`config.mk`:
```
export PLATFORM = sky130hd
export DESIGN_NAME = halfflash_host
export DESIGN_NICKNAME = d
export VERILOG_FILES = /design/src/verilog/halfflash_host_pkg.sv /design/src/verilog/halfflash_host.sv /design/src/verilog/halfflash_pin_sync.sv
export SDC_FILE = /design/constraint.sdc
export NUM_CORES = 1
export LEC_CHECK = 0
export BUFFER_PORTS_ARGS = -buffer_cell sky130_fd_sc_hd__buf_2
export CELL_PAD_IN_SITES_DETAIL_PLACEMENT = 2
export CELL_PAD_IN_SITES_GLOBAL_PLACEMENT = 2
export CORE_UTILIZATION = 37
export CTS_CLUSTER_SIZE = 8
export DETAILED_ROUTE_END_ITERATION = 8
export PLACE_DENSITY = 0.78
export SLEW_MARGIN = 30
export SYNTH_ARGS = -nofsm -noshare
export SYNTH_HDL_FRONTEND = slang
export SYNTH_SLANG_ARGS = --single-unit
export TNS_END_PERCENT = 1
```
`constraint.sdc`:
```
create_clock -name sys_clk -period 3.14 [get_ports sys_clk]
set_clock_uncertainty 0.05 [all_clocks]
set_input_delay 0.157 -clock sys_clk [delete_from_list [all_inputs] [get_ports sys_clk]]
set_output_delay 0.157 -clock sys_clk [all_outputs]
set_load 0.005 [all_outputs]
```
`src/verilog/halfflash_host_pkg.sv`:
```
package halfflash_host_pkg;

  localparam int CLK_NS = 10;
  localparam int SYNC_STAGES = 2;
  localparam int CNT_W = 12;
  localparam int DATA_W = 8;

  localparam int WR_LOW_NS = 600;
  localparam int WR_MAX_US = 50;
  localparam int CONV_NS = 800;
  localparam int EARLY_RD_NS = 600;
  localparam int RECOVER_NS = 500;
  localparam int SAMPLE_DLY_NS = 100;
  localparam int RD_ACCESS_NS = 200;
  localparam int TIMEOUT_NS = 4000;

  // Least times round up, the longest time rounds down
  localparam int WR_LOW_CYC = (WR_LOW_NS + CLK_NS - 1) / CLK_NS;
  localparam int WR_MAX_CYC = (WR_MAX_US * 1000) / CLK_NS;
  localparam int CONV_CYC = (CONV_NS + CLK_NS - 1) / CLK_NS;
  localparam int EARLY_RD_CYC = (EARLY_RD_NS + CLK_NS - 1) / CLK_NS;
  localparam int RECOVER_CYC = (RECOVER_NS + CLK_NS - 1) / CLK_NS;
  localparam int SAMPLE_DLY_CYC = (SAMPLE_DLY_NS + CLK_NS - 1) / CLK_NS;
  localparam int RD_ACCESS_CYC = (RD_ACCESS_NS + CLK_NS - 1) / CLK_NS;
  localparam int TIMEOUT_CYC = (TIMEOUT_NS + CLK_NS - 1) / CLK_NS;

  typedef enum logic [1:0] {OP_RD, OP_WR_RD, OP_STANDALONE} op_mode_t;

  typedef enum logic [2:0] {ST_IDLE, ST_WR_LOW, ST_WR_WAIT, ST_RD_LOW, ST_RECOVER} state_t;

  typedef struct packed {
    logic mode;
    logic cs_n;
    logic rd_n;
    logic wr_n;
  } adc_ctl_t;

  typedef struct packed {
    logic int_n;
    logic rdy;
    logic [DATA_W-1:0] data;
  } adc_stat_t;

  typedef struct packed {
    state_t st;
    logic [CNT_W-1:0] cnt;
    op_mode_t op;
    logic early;
    adc_ctl_t pins;
    logic [DATA_W-1:0] result;
    logic valid;
    logic timeout;
  } ctl_state_t;

endpackage : halfflash_host_pkg

```
`src/verilog/halfflash_host.sv`:
```
`timescale 1ns/10ps
// Summary of operation
// - Write starts; wait done line, 800 ns
// - Early read allowed 600 ns after write
// - Stand-alone: select, read held low
// - Write low pulse at most 50 us
// - Wait 500 ns zeroing before next start
// - Read-only start: read falls, select low
module halfflash_host
  import halfflash_host_pkg::*;
#(
  parameter int WR_MAX = WR_MAX_CYC
) (
  input wire logic sys_clk,
  input wire logic reset_n,
  input wire logic start,
  input wire op_mode_t op_mode,
  input wire logic early_read,
  output logic busy,
  output logic [DATA_W-1:0] result,
  output logic result_valid,
  output logic timeout,
  output adc_ctl_t adc_ctl,
  input wire adc_stat_t adc_stat
);

  ctl_state_t q;
  ctl_state_t d;
  adc_stat_t stat_s;
  logic standalone;

  // Ready, done and data cross in from the converter pins
  halfflash_pin_sync #(.W($bits(adc_stat_t))) u_sync (
    .sys_clk(sys_clk),
    .reset_n(reset_n),
    .din(adc_stat),
    .dout(stat_s)
  );

  assign standalone = (q.op == OP_STANDALONE);

  always_comb begin
    d = q;
    d.valid = 1'b0;
    d.cnt = q.cnt + CNT_W'(1);
    case (q.st)
      ST_IDLE: begin
        d.cnt = '0;
        d.op = op_mode;
        d.early = early_read;
        d.pins.mode = (op_mode != OP_RD);
        d.pins.cs_n = (op_mode != OP_STANDALONE);
        d.pins.rd_n = (op_mode != OP_STANDALONE);
        d.pins.wr_n = 1'b1;
        if (start) begin
          d.timeout = 1'b0;
          d.pins.cs_n = 1'b0;
          if (op_mode == OP_RD) begin
            d.pins.rd_n = 1'b0;
            d.st = ST_RD_LOW;
          end else begin
            d.pins.wr_n = 1'b0;
            d.st = ST_WR_LOW;
          end
        end
      end
      ST_WR_LOW: begin
        // Fixed width: long enough to settle, far below the droop limit
        if (q.cnt == CNT_W'(WR_LOW_CYC - 1)) begin
          d.pins.wr_n = 1'b1;
          d.cnt = '0;
          d.st = ST_WR_WAIT;
        end
      end
      ST_WR_WAIT: begin
        if (standalone) begin
          // Data pins settle, then pass the synchroniser
          if (q.cnt == CNT_W'(CONV_CYC + SYNC_STAGES)) begin
            d.result = stat_s.data;
            d.valid = 1'b1;
            d.cnt = '0;
            d.st = ST_RECOVER;
          end
        end else if (q.early) begin
          if (q.cnt == CNT_W'(EARLY_RD_CYC - 1)) begin
            d.pins.rd_n = 1'b0;
            d.cnt = '0;
            d.st = ST_RD_LOW;
          end
        end else if (!stat_s.int_n || q.cnt >= CNT_W'(TIMEOUT_CYC)) begin
          d.timeout = stat_s.int_n;
          d.pins.rd_n = 1'b0;
          d.cnt = '0;
          d.st = ST_RD_LOW;
        end
      end
      ST_RD_LOW: begin
        // Status is stale until the read edge has passed the synchroniser
        if ((q.op == OP_RD && q.cnt > CNT_W'(SYNC_STAGES)
             && !stat_s.int_n && stat_s.rdy)
            || (q.op != OP_RD && q.cnt == CNT_W'(RD_ACCESS_CYC + SYNC_STAGES))
            || q.cnt >= CNT_W'(TIMEOUT_CYC)) begin
          d.timeout = q.timeout || (q.cnt >= CNT_W'(TIMEOUT_CYC));
          d.result = stat_s.data;
          d.valid = 1'b1;
          d.pins.rd_n = 1'b1;
          d.pins.cs_n = 1'b1;
          d.cnt = '0;
          d.st = ST_RECOVER;
        end
      end
      ST_RECOVER: begin
        // Upper comparators re-zero before any new start
        if (q.cnt == CNT_W'(RECOVER_CYC - 1)) begin
          d.cnt = '0;
          d.st = ST_IDLE;
        end
      end
      default: begin
        d.st = ST_IDLE;
      end
    endcase
  end

  always_ff @(posedge sys_clk or negedge reset_n) begin
    if (!reset_n) begin
      q.st <= ST_IDLE;
      q.cnt <= '0;
      q.op <= OP_RD;
      q.early <= 1'b0;
      q.pins <= '{mode: 1'b0, cs_n: 1'b1, rd_n: 1'b1, wr_n: 1'b1};
      q.result <= '0;
      q.valid <= 1'b0;
      q.timeout <= 1'b0;
    end else begin
      q <= d;
    end
  end

  assign busy = (q.st != ST_IDLE);
  assign result = q.result;
  assign result_valid = q.valid;
  assign timeout = q.timeout;
  assign adc_ctl = q.pins;

  // Helper counts for the checks below
  logic [15:0] wr_low_q;
  logic [15:0] gap_q;

  always_ff @(posedge sys_clk or negedge reset_n) begin
    if (!reset_n) begin
      wr_low_q <= '0;
      gap_q <= 16'hFFFF;
    end else begin
      wr_low_q <= q.pins.wr_n ? 16'h0000 : wr_low_q + 16'h0001;
      if (q.pins.wr_n && (q.pins.rd_n || standalone)) begin
        gap_q <= (gap_q == 16'hFFFF) ? gap_q : gap_q + 16'h0001;
      end else begin
        gap_q <= 16'h0000;
      end
    end
  end

  wr_max_width_a: assert property (@(posedge sys_clk) disable iff (!reset_n)
    !q.pins.wr_n |-> wr_low_q < 16'(WR_MAX))
    else $error("write strobe held low too long");

  wr_min_width_a: assert property (@(posedge sys_clk) disable iff (!reset_n)
    $rose(q.pins.wr_n) |-> wr_low_q == 16'(WR_LOW_CYC))
    else $error("write strobe width wrong");

  start_gap_a: assert property (@(posedge sys_clk) disable iff (!reset_n)
    ($fell(q.pins.wr_n) || ($fell(q.pins.rd_n) && q.op == OP_RD))
      |-> gap_q >= 16'(RECOVER_CYC))
    else $error("conversion started before zeroing ended");

  early_read_a: assert property (@(posedge sys_clk) disable iff (!reset_n)
    ($fell(q.pins.rd_n) && q.op == OP_WR_RD) |-> gap_q >= 16'(EARLY_RD_CYC))
    else $error("read too soon after write");

  early_read_time_a: assert property (@(posedge sys_clk) disable iff (!reset_n)
    ($rose(q.pins.wr_n) && q.op == OP_WR_RD && q.early) |-> ##60 $fell(q.pins.rd_n))
    else $error("early read not taken on time");

  read_select_a: assert property (@(posedge sys_clk) disable iff (!reset_n)
    !q.pins.rd_n |-> !q.pins.cs_n)
    else $error("read low without select");

  mode_stable_a: assert property (@(posedge sys_clk) disable iff (!reset_n)
    (busy && $past(busy)) |-> $stable(q.pins.mode) && (q.pins.mode == (q.op != OP_RD)))
    else $error("mode pin moved during conversion");

  standalone_pins_a: assert property (@(posedge sys_clk) disable iff (!reset_n)
    (busy && standalone) |-> !q.pins.cs_n && !q.pins.rd_n)
    else $error("standalone select or read released");

  done_wait_a: assert property (@(posedge sys_clk) disable iff (!reset_n)
    ($fell(q.pins.rd_n) && q.op == OP_WR_RD && !q.early)
      |-> !$past(stat_s.int_n) || q.timeout)
    else $error("read before done line fell");

  standalone_cap_a: assert property (@(posedge sys_clk) disable iff (!reset_n)
    ($rose(q.pins.wr_n) && standalone) |-> ##(CONV_CYC + SYNC_STAGES + 1) result_valid)
    else $error("standalone result not taken on time");

  valid_pulse_a: assert property (@(posedge sys_clk) disable iff (!reset_n)
    result_valid |=> !result_valid && q.st == ST_RECOVER)
    else $error("result valid longer than one cycle");

endmodule : halfflash_host

```
`src/verilog/halfflash_pin_sync.sv`:
```
`timescale 1ns/10ps
module halfflash_pin_sync #(
  parameter int W = 10
) (
  input wire logic sys_clk,
  input wire logic reset_n,
  input wire logic [W-1:0] din,
  output logic [W-1:0] dout
);

  typedef struct packed {
    logic [W-1:0] meta;
    logic [W-1:0] stable;
  } sync_state_t;

  sync_state_t s_q;
  sync_state_t s_d;

  // First stage feeds only the second stage
  always_comb begin
    s_d.meta = din;
    s_d.stable = s_q.meta;
  end

  always_ff @(posedge sys_clk or negedge reset_n) begin
    if (!reset_n) begin
      s_q <= '1;
    end else begin
      s_q <= s_d;
    end
  end

  assign dout = s_q.stable;

endmodule : halfflash_pin_sync
```
==> metrics.yaml, run 1 <==
setup_tns_after_final_layout_ns: 0
num_io_pins: 31
netSwitchingFraction: 0.353
p_sw_w: 0.000673
antenna_found_initial: 0
clock_tree.root_cell: "sky130_fd_sc_hd__clkbuf_8"
grt_pass1_wl_mm: 9.08
internal-power_w: 0.00123
number_of_enable_flip_flop_cells_after_synthesis: 0
rsz_0062_raised_after_global_routing: "no"
rows: 28
synthesized_netlist_net_count: 230
die_width_um: 82.0
crit_fanout: 5
filler_cell_count: 642
timing.rr.end: "q[30]"
antenna-diode-count: 0
initial_core_util: 0.390
h-tree-depth: 2
number_of_flip_flops_and_latches_in_the_synthesized_netlist: 52
drc_errors: 0
async_set_or_reset_register_ratio_after_synthesis: 1.00
dominant_synthesized_flop_cell: "sky130_fd_sc_hd__dfrtp_1"
synth.top_cell.area_share: 0.307
global_route.overflow_total: 0
area_delta_synth_final_pct: 15.1
fp.coreArea_um2: 6060
vdd.ir_drop.worst_mv: 0.333
syn_area_um2: 2370
avgRoutedWirePerCell_um: 17.0
cellLeakagePower_nw: 1.26
route.vias.total: 1623
synth_sequential_area_ratio: 0.562
hp-start: "op_mode[0]"
place_congestion: 0.781
worst_pin_slew_ns: 0.684
post_synth_inst_count: 211
status: "finished clean"
floorplan.die_area_um2: 6720
min-delay-path-class: "in2reg"
min_period_ns: 2.75
hold_violations: 0
maxCapViolCount: 0
placedInstanceArea_um2: 2510
cell_accounting_for_the_most_synthesized_area: "sky130_fd_sc_hd__dfrtp_1"
drt_iter0_drc: 32
grt_pass1_vias: 1794
hpwl_detailed_mm: 3.91
clkSlewWorstSetupHoldPaths_ns: 0.10
ys_top_cells_by_area: "sky130_fd_sc_hd__dfrtp_1 31%, sky130_fd_sc_hd__dfstp_2 26%, sky130_fd_sc_hd__nor2_1 4.4%"
ys.warnings.count: 0
max_freq_mhz: 364
gr_util_all_layers: 0.185
die_height_um: 82.0
slew-limit-headroom: 0.544
routed_via_density: 5.06
count_of_unique_library_cells_instantiated_by_yosys: 47
fin_area_um2: 2720
cts.path.max_buffers: 2
final_antenna_net_count: 0
worstSetupEndpointType: "flip-flop"
p_seq_frac: 0.484
placement.io_buffers: 30
synth_top_family_by_area: "simple AND/OR/NAND/NOR gates"
timing.reg2reg.setup_slack_ns: 0.39
drive_above_1_share: 0.325
arrival_time_at_the_worst_endpoint_ns: 2.89
muxShareOfSynthArea: 0.0428
synth_area_per_cell_um2: 11.2
cts_tree: "built"
synth-simple-area-share: 0.192
maximum_number_of_pins_on_one_net_before_global_route_repair: 31
comb_power_share: 0.311
number_of_iterations_in_the_first_detailed_routing_pass: 4
share_of_the_cycle_needed_by_the_critical_path_after_routing: 0.875
power.clock.fraction: 0.205
insertion_delay_ns: 0.31
crit_required_ns: 3.29
finalSetupViolCount: 0
power_density_nw_per_um2: 700
post_synth_xor_area_fraction: 0.0370
report.final.slew_viol_count: 0
cts_num_sinks: 52
worst_r2r_path_depth: 6
start_kind: "flip-flop"
r2r_start: "q[26]"
worstSetupPathType: "reg2reg"
cts_resized: 0
layout.nets: 264
post-layout-total-power_w: 0.00191
synth_compound_area_frac: 0.0862
adder_and_majority_cell_fraction_of_the_synthesized_area: 0.0159
holdPathEnd: "q[15]"
route.final.wire_length_mm: 5.45
worstHoldPathCells: 3
numCtsBuffers: 5
-- Yosys cell counts (2+ instances only) --
cell                        n
sky130_fd_sc_hd__nand3_1    6
sky130_fd_sc_hd__inv_1      7
sky130_fd_sc_hd__a211o_1    2
sky130_fd_sc_hd__dfstp_2   23
sky130_fd_sc_hd__ha_1       3
sky130_fd_sc_hd__and3_1     3
sky130_fd_sc_hd__nor3_1     7
sky130_fd_sc_hd__nand4_1    4
sky130_fd_sc_hd__nor2b_1    3
sky130_fd_sc_hd__nand3b_1   2
sky130_fd_sc_hd__xnor2_1    4
sky130_fd_sc_hd__nor2_1    28
sky130_fd_sc_hd__a31oi_1    2
sky130_fd_sc_hd__nand2b_1   2
sky130_fd_sc_hd__nand2_1   16
sky130_fd_sc_hd__o21bai_1   2
sky130_fd_sc_hd__buf_4     12
sky130_fd_sc_hd__xor2_1     6
sky130_fd_sc_hd__dfrtp_1   29
sky130_fd_sc_hd__nor3b_1    2
sky130_fd_sc_hd__a21oi_1    5
sky130_fd_sc_hd__clkbuf_1   5
sky130_fd_sc_hd__o21ai_0    6
sky130_fd_sc_hd__mux2_2     8
sky130_fd_sc_hd__o31ai_1    2
-- per-stage QoR --
stage               setup slack, ns  utilization  std cells  hold slack, ns
floorplan                     0.640            -        211          -0.189
global placement              0.507        0.415        301           0.185
detailed placement            0.433        0.415        301           0.194
CTS                           0.415        0.449        321          0.0505
global route                  0.296        0.449        321          0.0628
finish                        0.391        0.449        321          0.0550
-- worst max-delay path, stage by stage (launching register included) --
cell and delay, ns:
sky130_fd_sc_hd__dfrtp_1 0.41, sky130_fd_sc_hd__or3_4 0.41, sky130_fd_sc_hd__or4_4 0.46, sky130_fd_sc_hd__o21ai_0 0.47, sky130_fd_sc_hd__nor4_2 0.15, sky130_fd_sc_hd__nor4_4 0.32
sky130_fd_sc_hd__mux2_1 0.37
-- worst max path at each step --
| stage | start | endpoint | slack (ns) | cells after the start |
|---|---|---|---|---|
| after global routing | q[26] | result[4] | 0.30 | 6 |
| after floorplan | q[26] | q[30] | 0.64 | 6 |
| final | q[26] | q[30] | 0.39 | 6 |
| after global placement | q[26] | q[30] | 0.51 | 6 |
| after detailed placement | q[26] | q[30] | 0.43 | 6 |
| after CTS | q[26] | result[4] | 0.42 | 6 |
-- power groups by stage --
stage	Combinational, W	Sequential (W)	Clock [W]
3_5_place_dp	0.000593	0.000937	0
6_report	0.000593	0.000922	0.000391
3_3_place_gp	0.000568	0.000925	0
5_1_grt	0.000671	0.000942	0.000434
4_1_cts	0.000607	0.000925	0.000406
2_1_floorplan	0.000489	0.000877	0
-- registers in the layout, summed over array words and instances (netlist names) --
name and cells:
result 8, u_sync.dout 10, adc_ctl 4, u_sync.s_d 10, q 18, timeout 1, result_valid 1
-- cell families (layout without fill, tap and decap cells) --
group | Yosys count | count (layout)
xor+xnor | 10 | 10
mux | 9 | 9
compound gates | 28 | 28
buf+inv | 26 | 61
flops | 52 | 52
simple gates | 83 | 83
fa+ha+maj | 3 | 3
-- cell type report --
| type | instances | area [um2] | share of cell area |
|---|---|---|---|
| Multi-Input combinational cell | 133 | 886 | 0.325 |
| Clock buffer | 5 | 68.8 | 0.0253 |
| Inverter | 8 | 30.0 | 0.0110 |
| Sequential cell | 52 | 1330 | 0.489 |
| Clock inverter | 3 | 21.3 | 0.00781 |
| Tap cell | 75 | 93.8 | 0.0345 |
| Timing Repair Buffer | 45 | 293 | 0.108 |
-- cell usage in the layout (no fill, tap or decap), types with 3 or more instances in the layout --
| cell type | instances |
|---|---|
| sky130_fd_sc_hd__buf_2 | 30 |
| sky130_fd_sc_hd__dfrtp_1 | 29 |
| sky130_fd_sc_hd__nor2_1 | 28 |
| sky130_fd_sc_hd__dfstp_2 | 23 |
| sky130_fd_sc_hd__nand2_1 | 16 |
| sky130_fd_sc_hd__dlygate4sd3_1 | 12 |
| sky130_fd_sc_hd__mux2_2 | 8 |
| sky130_fd_sc_hd__inv_1 | 7 |
| sky130_fd_sc_hd__nor3_1 | 7 |
| sky130_fd_sc_hd__o21ai_0 | 6 |
| sky130_fd_sc_hd__nand3_1 | 6 |
| sky130_fd_sc_hd__xor2_1 | 6 |
| sky130_fd_sc_hd__a21oi_1 | 5 |
| sky130_fd_sc_hd__clkbuf_8 | 5 |
| sky130_fd_sc_hd__nand4_1 | 4 |
| sky130_fd_sc_hd__xnor2_1 | 4 |
| sky130_fd_sc_hd__and3_1 | 3 |
| sky130_fd_sc_hd__nor2b_1 | 3 |
| sky130_fd_sc_hd__ha_1 | 3 |
| sky130_fd_sc_hd__buf_4 | 3 |
-- metal layers --
| layer | part of all wire | GRT usage |
|---|---|---|
| met1 | 0.45 | 0.227 |
| met2 | 0.52 | 0.327 |
| met4 | 0.012 | 0.0526 |
| met3 | 0.019 | 0.0367 |
| met5 | 0 | 0 |
-- timing repair --
action,in CTS,in global routing
endpoints found under the setup margin,0,0
hold buffers,12,0
setup buffers,0,0
endpoints found under the hold margin,30,0
Note: power is estimated with default switching activity, not from simulation.
==> run 2: changes to the inputs <==
Settings changed: ABC_AREA set to 1, CORE_UTILIZATION 37 to 38, PLACE_DENSITY 0.78 to 0.84.
Clock period 3.14 ns to 3.55 ns, I/O delays scaled along.
==> metrics.yaml, run 2 <==
ff_latch_area_um2: 1330  # unchanged
place_congestion: 0.805  # +3.1%
start_kind: "flip-flop"
final_common_cell: "sky130_fd_sc_hd__nand2_1"
route.vias.total: 1932  # +19%
gr_util_all_layers: 0.217  # +0.0320
synthesized_netlist_net_count: 295  # +28%
synth_sequential_area_ratio: 0.539  # -0.0234
yosys.cell_count.top_type: "sky130_fd_sc_hd__nand2_1"
setup_tns_after_final_layout_ns: 0  # unchanged
worst_path_dominant_cell_family: "simple AND/OR/NAND/NOR gates"
power_density_nw_per_um2: 579  # -17%
hold_slack_ns: 0.0338  # -0.0212 ns
worstSetupPathType: "reg2reg"
avgRoutedWirePerCell_um: 17.1  # +1.0%
dominant_synthesized_flop_cell: "sky130_fd_sc_hd__dfrtp_1"
p_sw_w: 0.000616  # -8.5%
finalSetupViolCount: 0  # unchanged
clock_tree.root_cell: "sky130_fd_sc_hd__clkbuf_8"
worst-path-buf-inv: 2  # +2
finish.cell_count_without_fillers: 388  # +21%
post_synth_top_cells: "68 x sky130_fd_sc_hd__nand2_1, 31 x sky130_fd_sc_hd__nor2_1, 29 x sky130_fd_sc_hd__dfrtp_1"
crit_path_frequent_cell: "sky130_fd_sc_hd__nand2_1"
cts_num_sinks: 52  # unchanged
die_height_um: 82.6  # +0.77%
post_synth_inst_count: 276  # +31%
floorplan.die_area_um2: 6820  # +1.6%
maxCapViolCount: 0  # unchanged
crit_fanout: 12  # +7
layout.nets: 329  # +25%
crit_path_cell_trace: "inv_1, ha_1, inv_1, nand2_1, nand2_1, nor2_1, nand2_1, nand2_1, nand2_1, nand2_1, nand2_2, nand2_1, nand2_1"
fin_area_um2: 2800  # +3.0%
arrival_time_at_the_worst_endpoint_ns: 2.42  # -0.47 ns
drc_errors: 0  # unchanged
number_of_iterations_in_the_first_detailed_routing_pass: 4  # unchanged
netSwitchingFraction: 0.380  # +0.0264
cts.path.max_buffers: 2  # unchanged
initial_core_util: 0.391  # +0.000623
placement.io_buffers: 30  # unchanged
filler_cell_count: 703  # +9.5%
internal-power_w: 0.00101  # -18%
placed_cells_incl_taps: 369  # +23%
async_set_or_reset_register_ratio_after_synthesis: 1.00  # unchanged
post-layout-total-power_w: 0.00162  # -15%
cp_slowest_cell: "sky130_fd_sc_hd__dfrtp_1"
cellLeakagePower_nw: 1.37  # +8.5%
max_freq_mhz: 440  # +21%
min-delay-path-class: "in2reg"
syn_area_um2: 2470  # +4.3%
slew-limit-headroom: 0.499  # -0.0444
share_of_the_cycle_needed_by_the_critical_path_after_routing: 0.641  # -0.235
number_of_enable_flip_flop_cells_after_synthesis: 0  # unchanged
crit_required_ns: 3.70  # +0.41 ns
hold_violations: 0  # unchanged
largest_reg_flops: 18  # unchanged
report.final.slew_viol_count: 0  # unchanged
placedInstanceArea_um2: 2610  # +3.7%
cell_accounting_for_the_most_synthesized_area: "sky130_fd_sc_hd__dfrtp_1"
grt_pass1_wl_mm: 10.7  # +18%
rows: 29  # +3.6%
drt_iter0_drc: 42  # +31%
drive_above_1_share: 0.293  # -0.0326
routed_via_density: 4.98  # -1.5%
cts_tree: "built"
fp.coreArea_um2: 6310  # +4.2%
vdd.ir_drop.worst_mv: 0.308  # -7.8%
ys.warnings.count: 0  # unchanged
insertion_delay_ns: 0.32  # about the same
die_width_um: 82.6  # +0.77%
rsz_0062_raised_after_global_routing: "no"
largest_register: "q"
area_of_the_multi_input_gates_um2: 916  # +3.4%
mostFrequentLayoutCells: "68 x sky130_fd_sc_hd__nand2_1, 31 x sky130_fd_sc_hd__nor2_1, 30 x sky130_fd_sc_hd__buf_2"
maximum_number_of_pins_on_one_net_before_global_route_repair: 34  # +9.7%
area_delta_synth_final_pct: 13.6
count_of_unique_library_cells_instantiated_by_yosys: 25  # -47%
hpwl_detailed_mm: 4.72  # +21%
clkSlewWorstSetupHoldPaths_ns: 0.12  # +0.02 ns
global_route.overflow_total: 0  # unchanged
synth_area_per_cell_um2: 8.94  # -20%
power.clock.fraction: 0.221  # +0.016
worstSetupEndpointType: "flip-flop"
h-tree-depth: 2  # unchanged
antenna_found_initial: 0  # unchanged
critPathMaxStageDelay_ns: 0.44  # -0.03 ns
num_io_pins: 31  # unchanged
grt_pass1_vias: 2165  # +21%
min_period_ns: 2.27  # -0.474 ns
comb_power_share: 0.308  # -0.003
worst_pin_slew_ns: 0.751  # +0.0666 ns
numCtsBuffers: 5  # unchanged
antenna-diode-count: 0  # unchanged
route.final.wire_length_mm: 6.65  # +22%
final_antenna_net_count: 0  # unchanged
ys_top_cells_by_area: "sky130_fd_sc_hd__dfrtp_1 29%, sky130_fd_sc_hd__dfstp_2 24%, sky130_fd_sc_hd__nand2_1 10%"
number_of_flip_flops_and_latches_in_the_synthesized_netlist: 52  # unchanged
synth.top_cell.area_share: 0.294  # -0.0127
p_seq_frac: 0.471  # -0.013
status: "finished clean"
run 2: cell count changes after synthesis, moves of 6 or more:
cell	change
sky130_fd_sc_hd__inv_1	+17
sky130_fd_sc_hd__mux2_2	-8
sky130_fd_sc_hd__nand2_1	+52
sky130_fd_sc_hd__nand3_1	+13
sky130_fd_sc_hd__nand3_2	+6
sky130_fd_sc_hd__nor2_2	+13
run 2: final cells by class:
class,count,area share
sequential,52,0.474
multi-input combinational,181,0.327
inverter,28,0.0375
timing repair buffer,42,0.0955
clock buffer,6,0.0259
clock inverter,2,0.00580
tap,77,0.0344
run 2: what timing repair did:
action,CTS,global route
endpoints found under the setup margin,0,0
hold buffers,11,0
setup buffers,0,0
resized for setup,0,0
hold endpoints to repair,31,0
run 2: path summary, 6_finish.rpt:
kind	from	to	slack [ns]	depth (start not counted)
max reg2reg	q[17]	result[4]	1.28	13
max in group asynchronous	reset_n	u_sync.s_d[9]	2.23	3
min in group asynchronous	reset_n	result[5]	0.39	2
max	q[17]	result[4]	1.28	13
min	start	adc_ctl[0]	0.03	2
min reg2reg	u_sync.s_d[9]	u_sync.dout[9]	0.31	0
run 2: cell families after synthesis:
logic type      count (synthesis)  synth area share
simple gates                  156             0.299
xor+xnor                        7            0.0248
compound gates                 15            0.0319
flops                          52             0.539
buf+inv                        43            0.0902
fa+ha+maj                       3            0.0152
run 2: metal layers:
metal,up-vias,track usage,part of all wire
li1,920,-,-
met1,958,0.251,0.41
met2,34,0.380,0.51
met3,20,0.0440,0.028
met4,0,0.109,0.043
met5,-,0,0
run 2: power by group through the flow:
stage          Combinational [W]  Clock [W]  Sequential (W)
6_report                0.000500   0.000359        0.000765
5_1_grt                 0.000572   0.000387        0.000781
4_1_cts                 0.000508   0.000364        0.000765
3_5_place_dp            0.000491          0        0.000775
3_3_place_gp            0.000461          0        0.000766
2_1_floorplan           0.000392          0        0.000753
run 2: per-stage QoR:
step                 util  setup WS (ns)
finish              0.444           1.28
global route        0.444           1.03
CTS                 0.444           1.37
detailed placement  0.413           1.40
global placement    0.413           1.57
floorplan               -           1.93
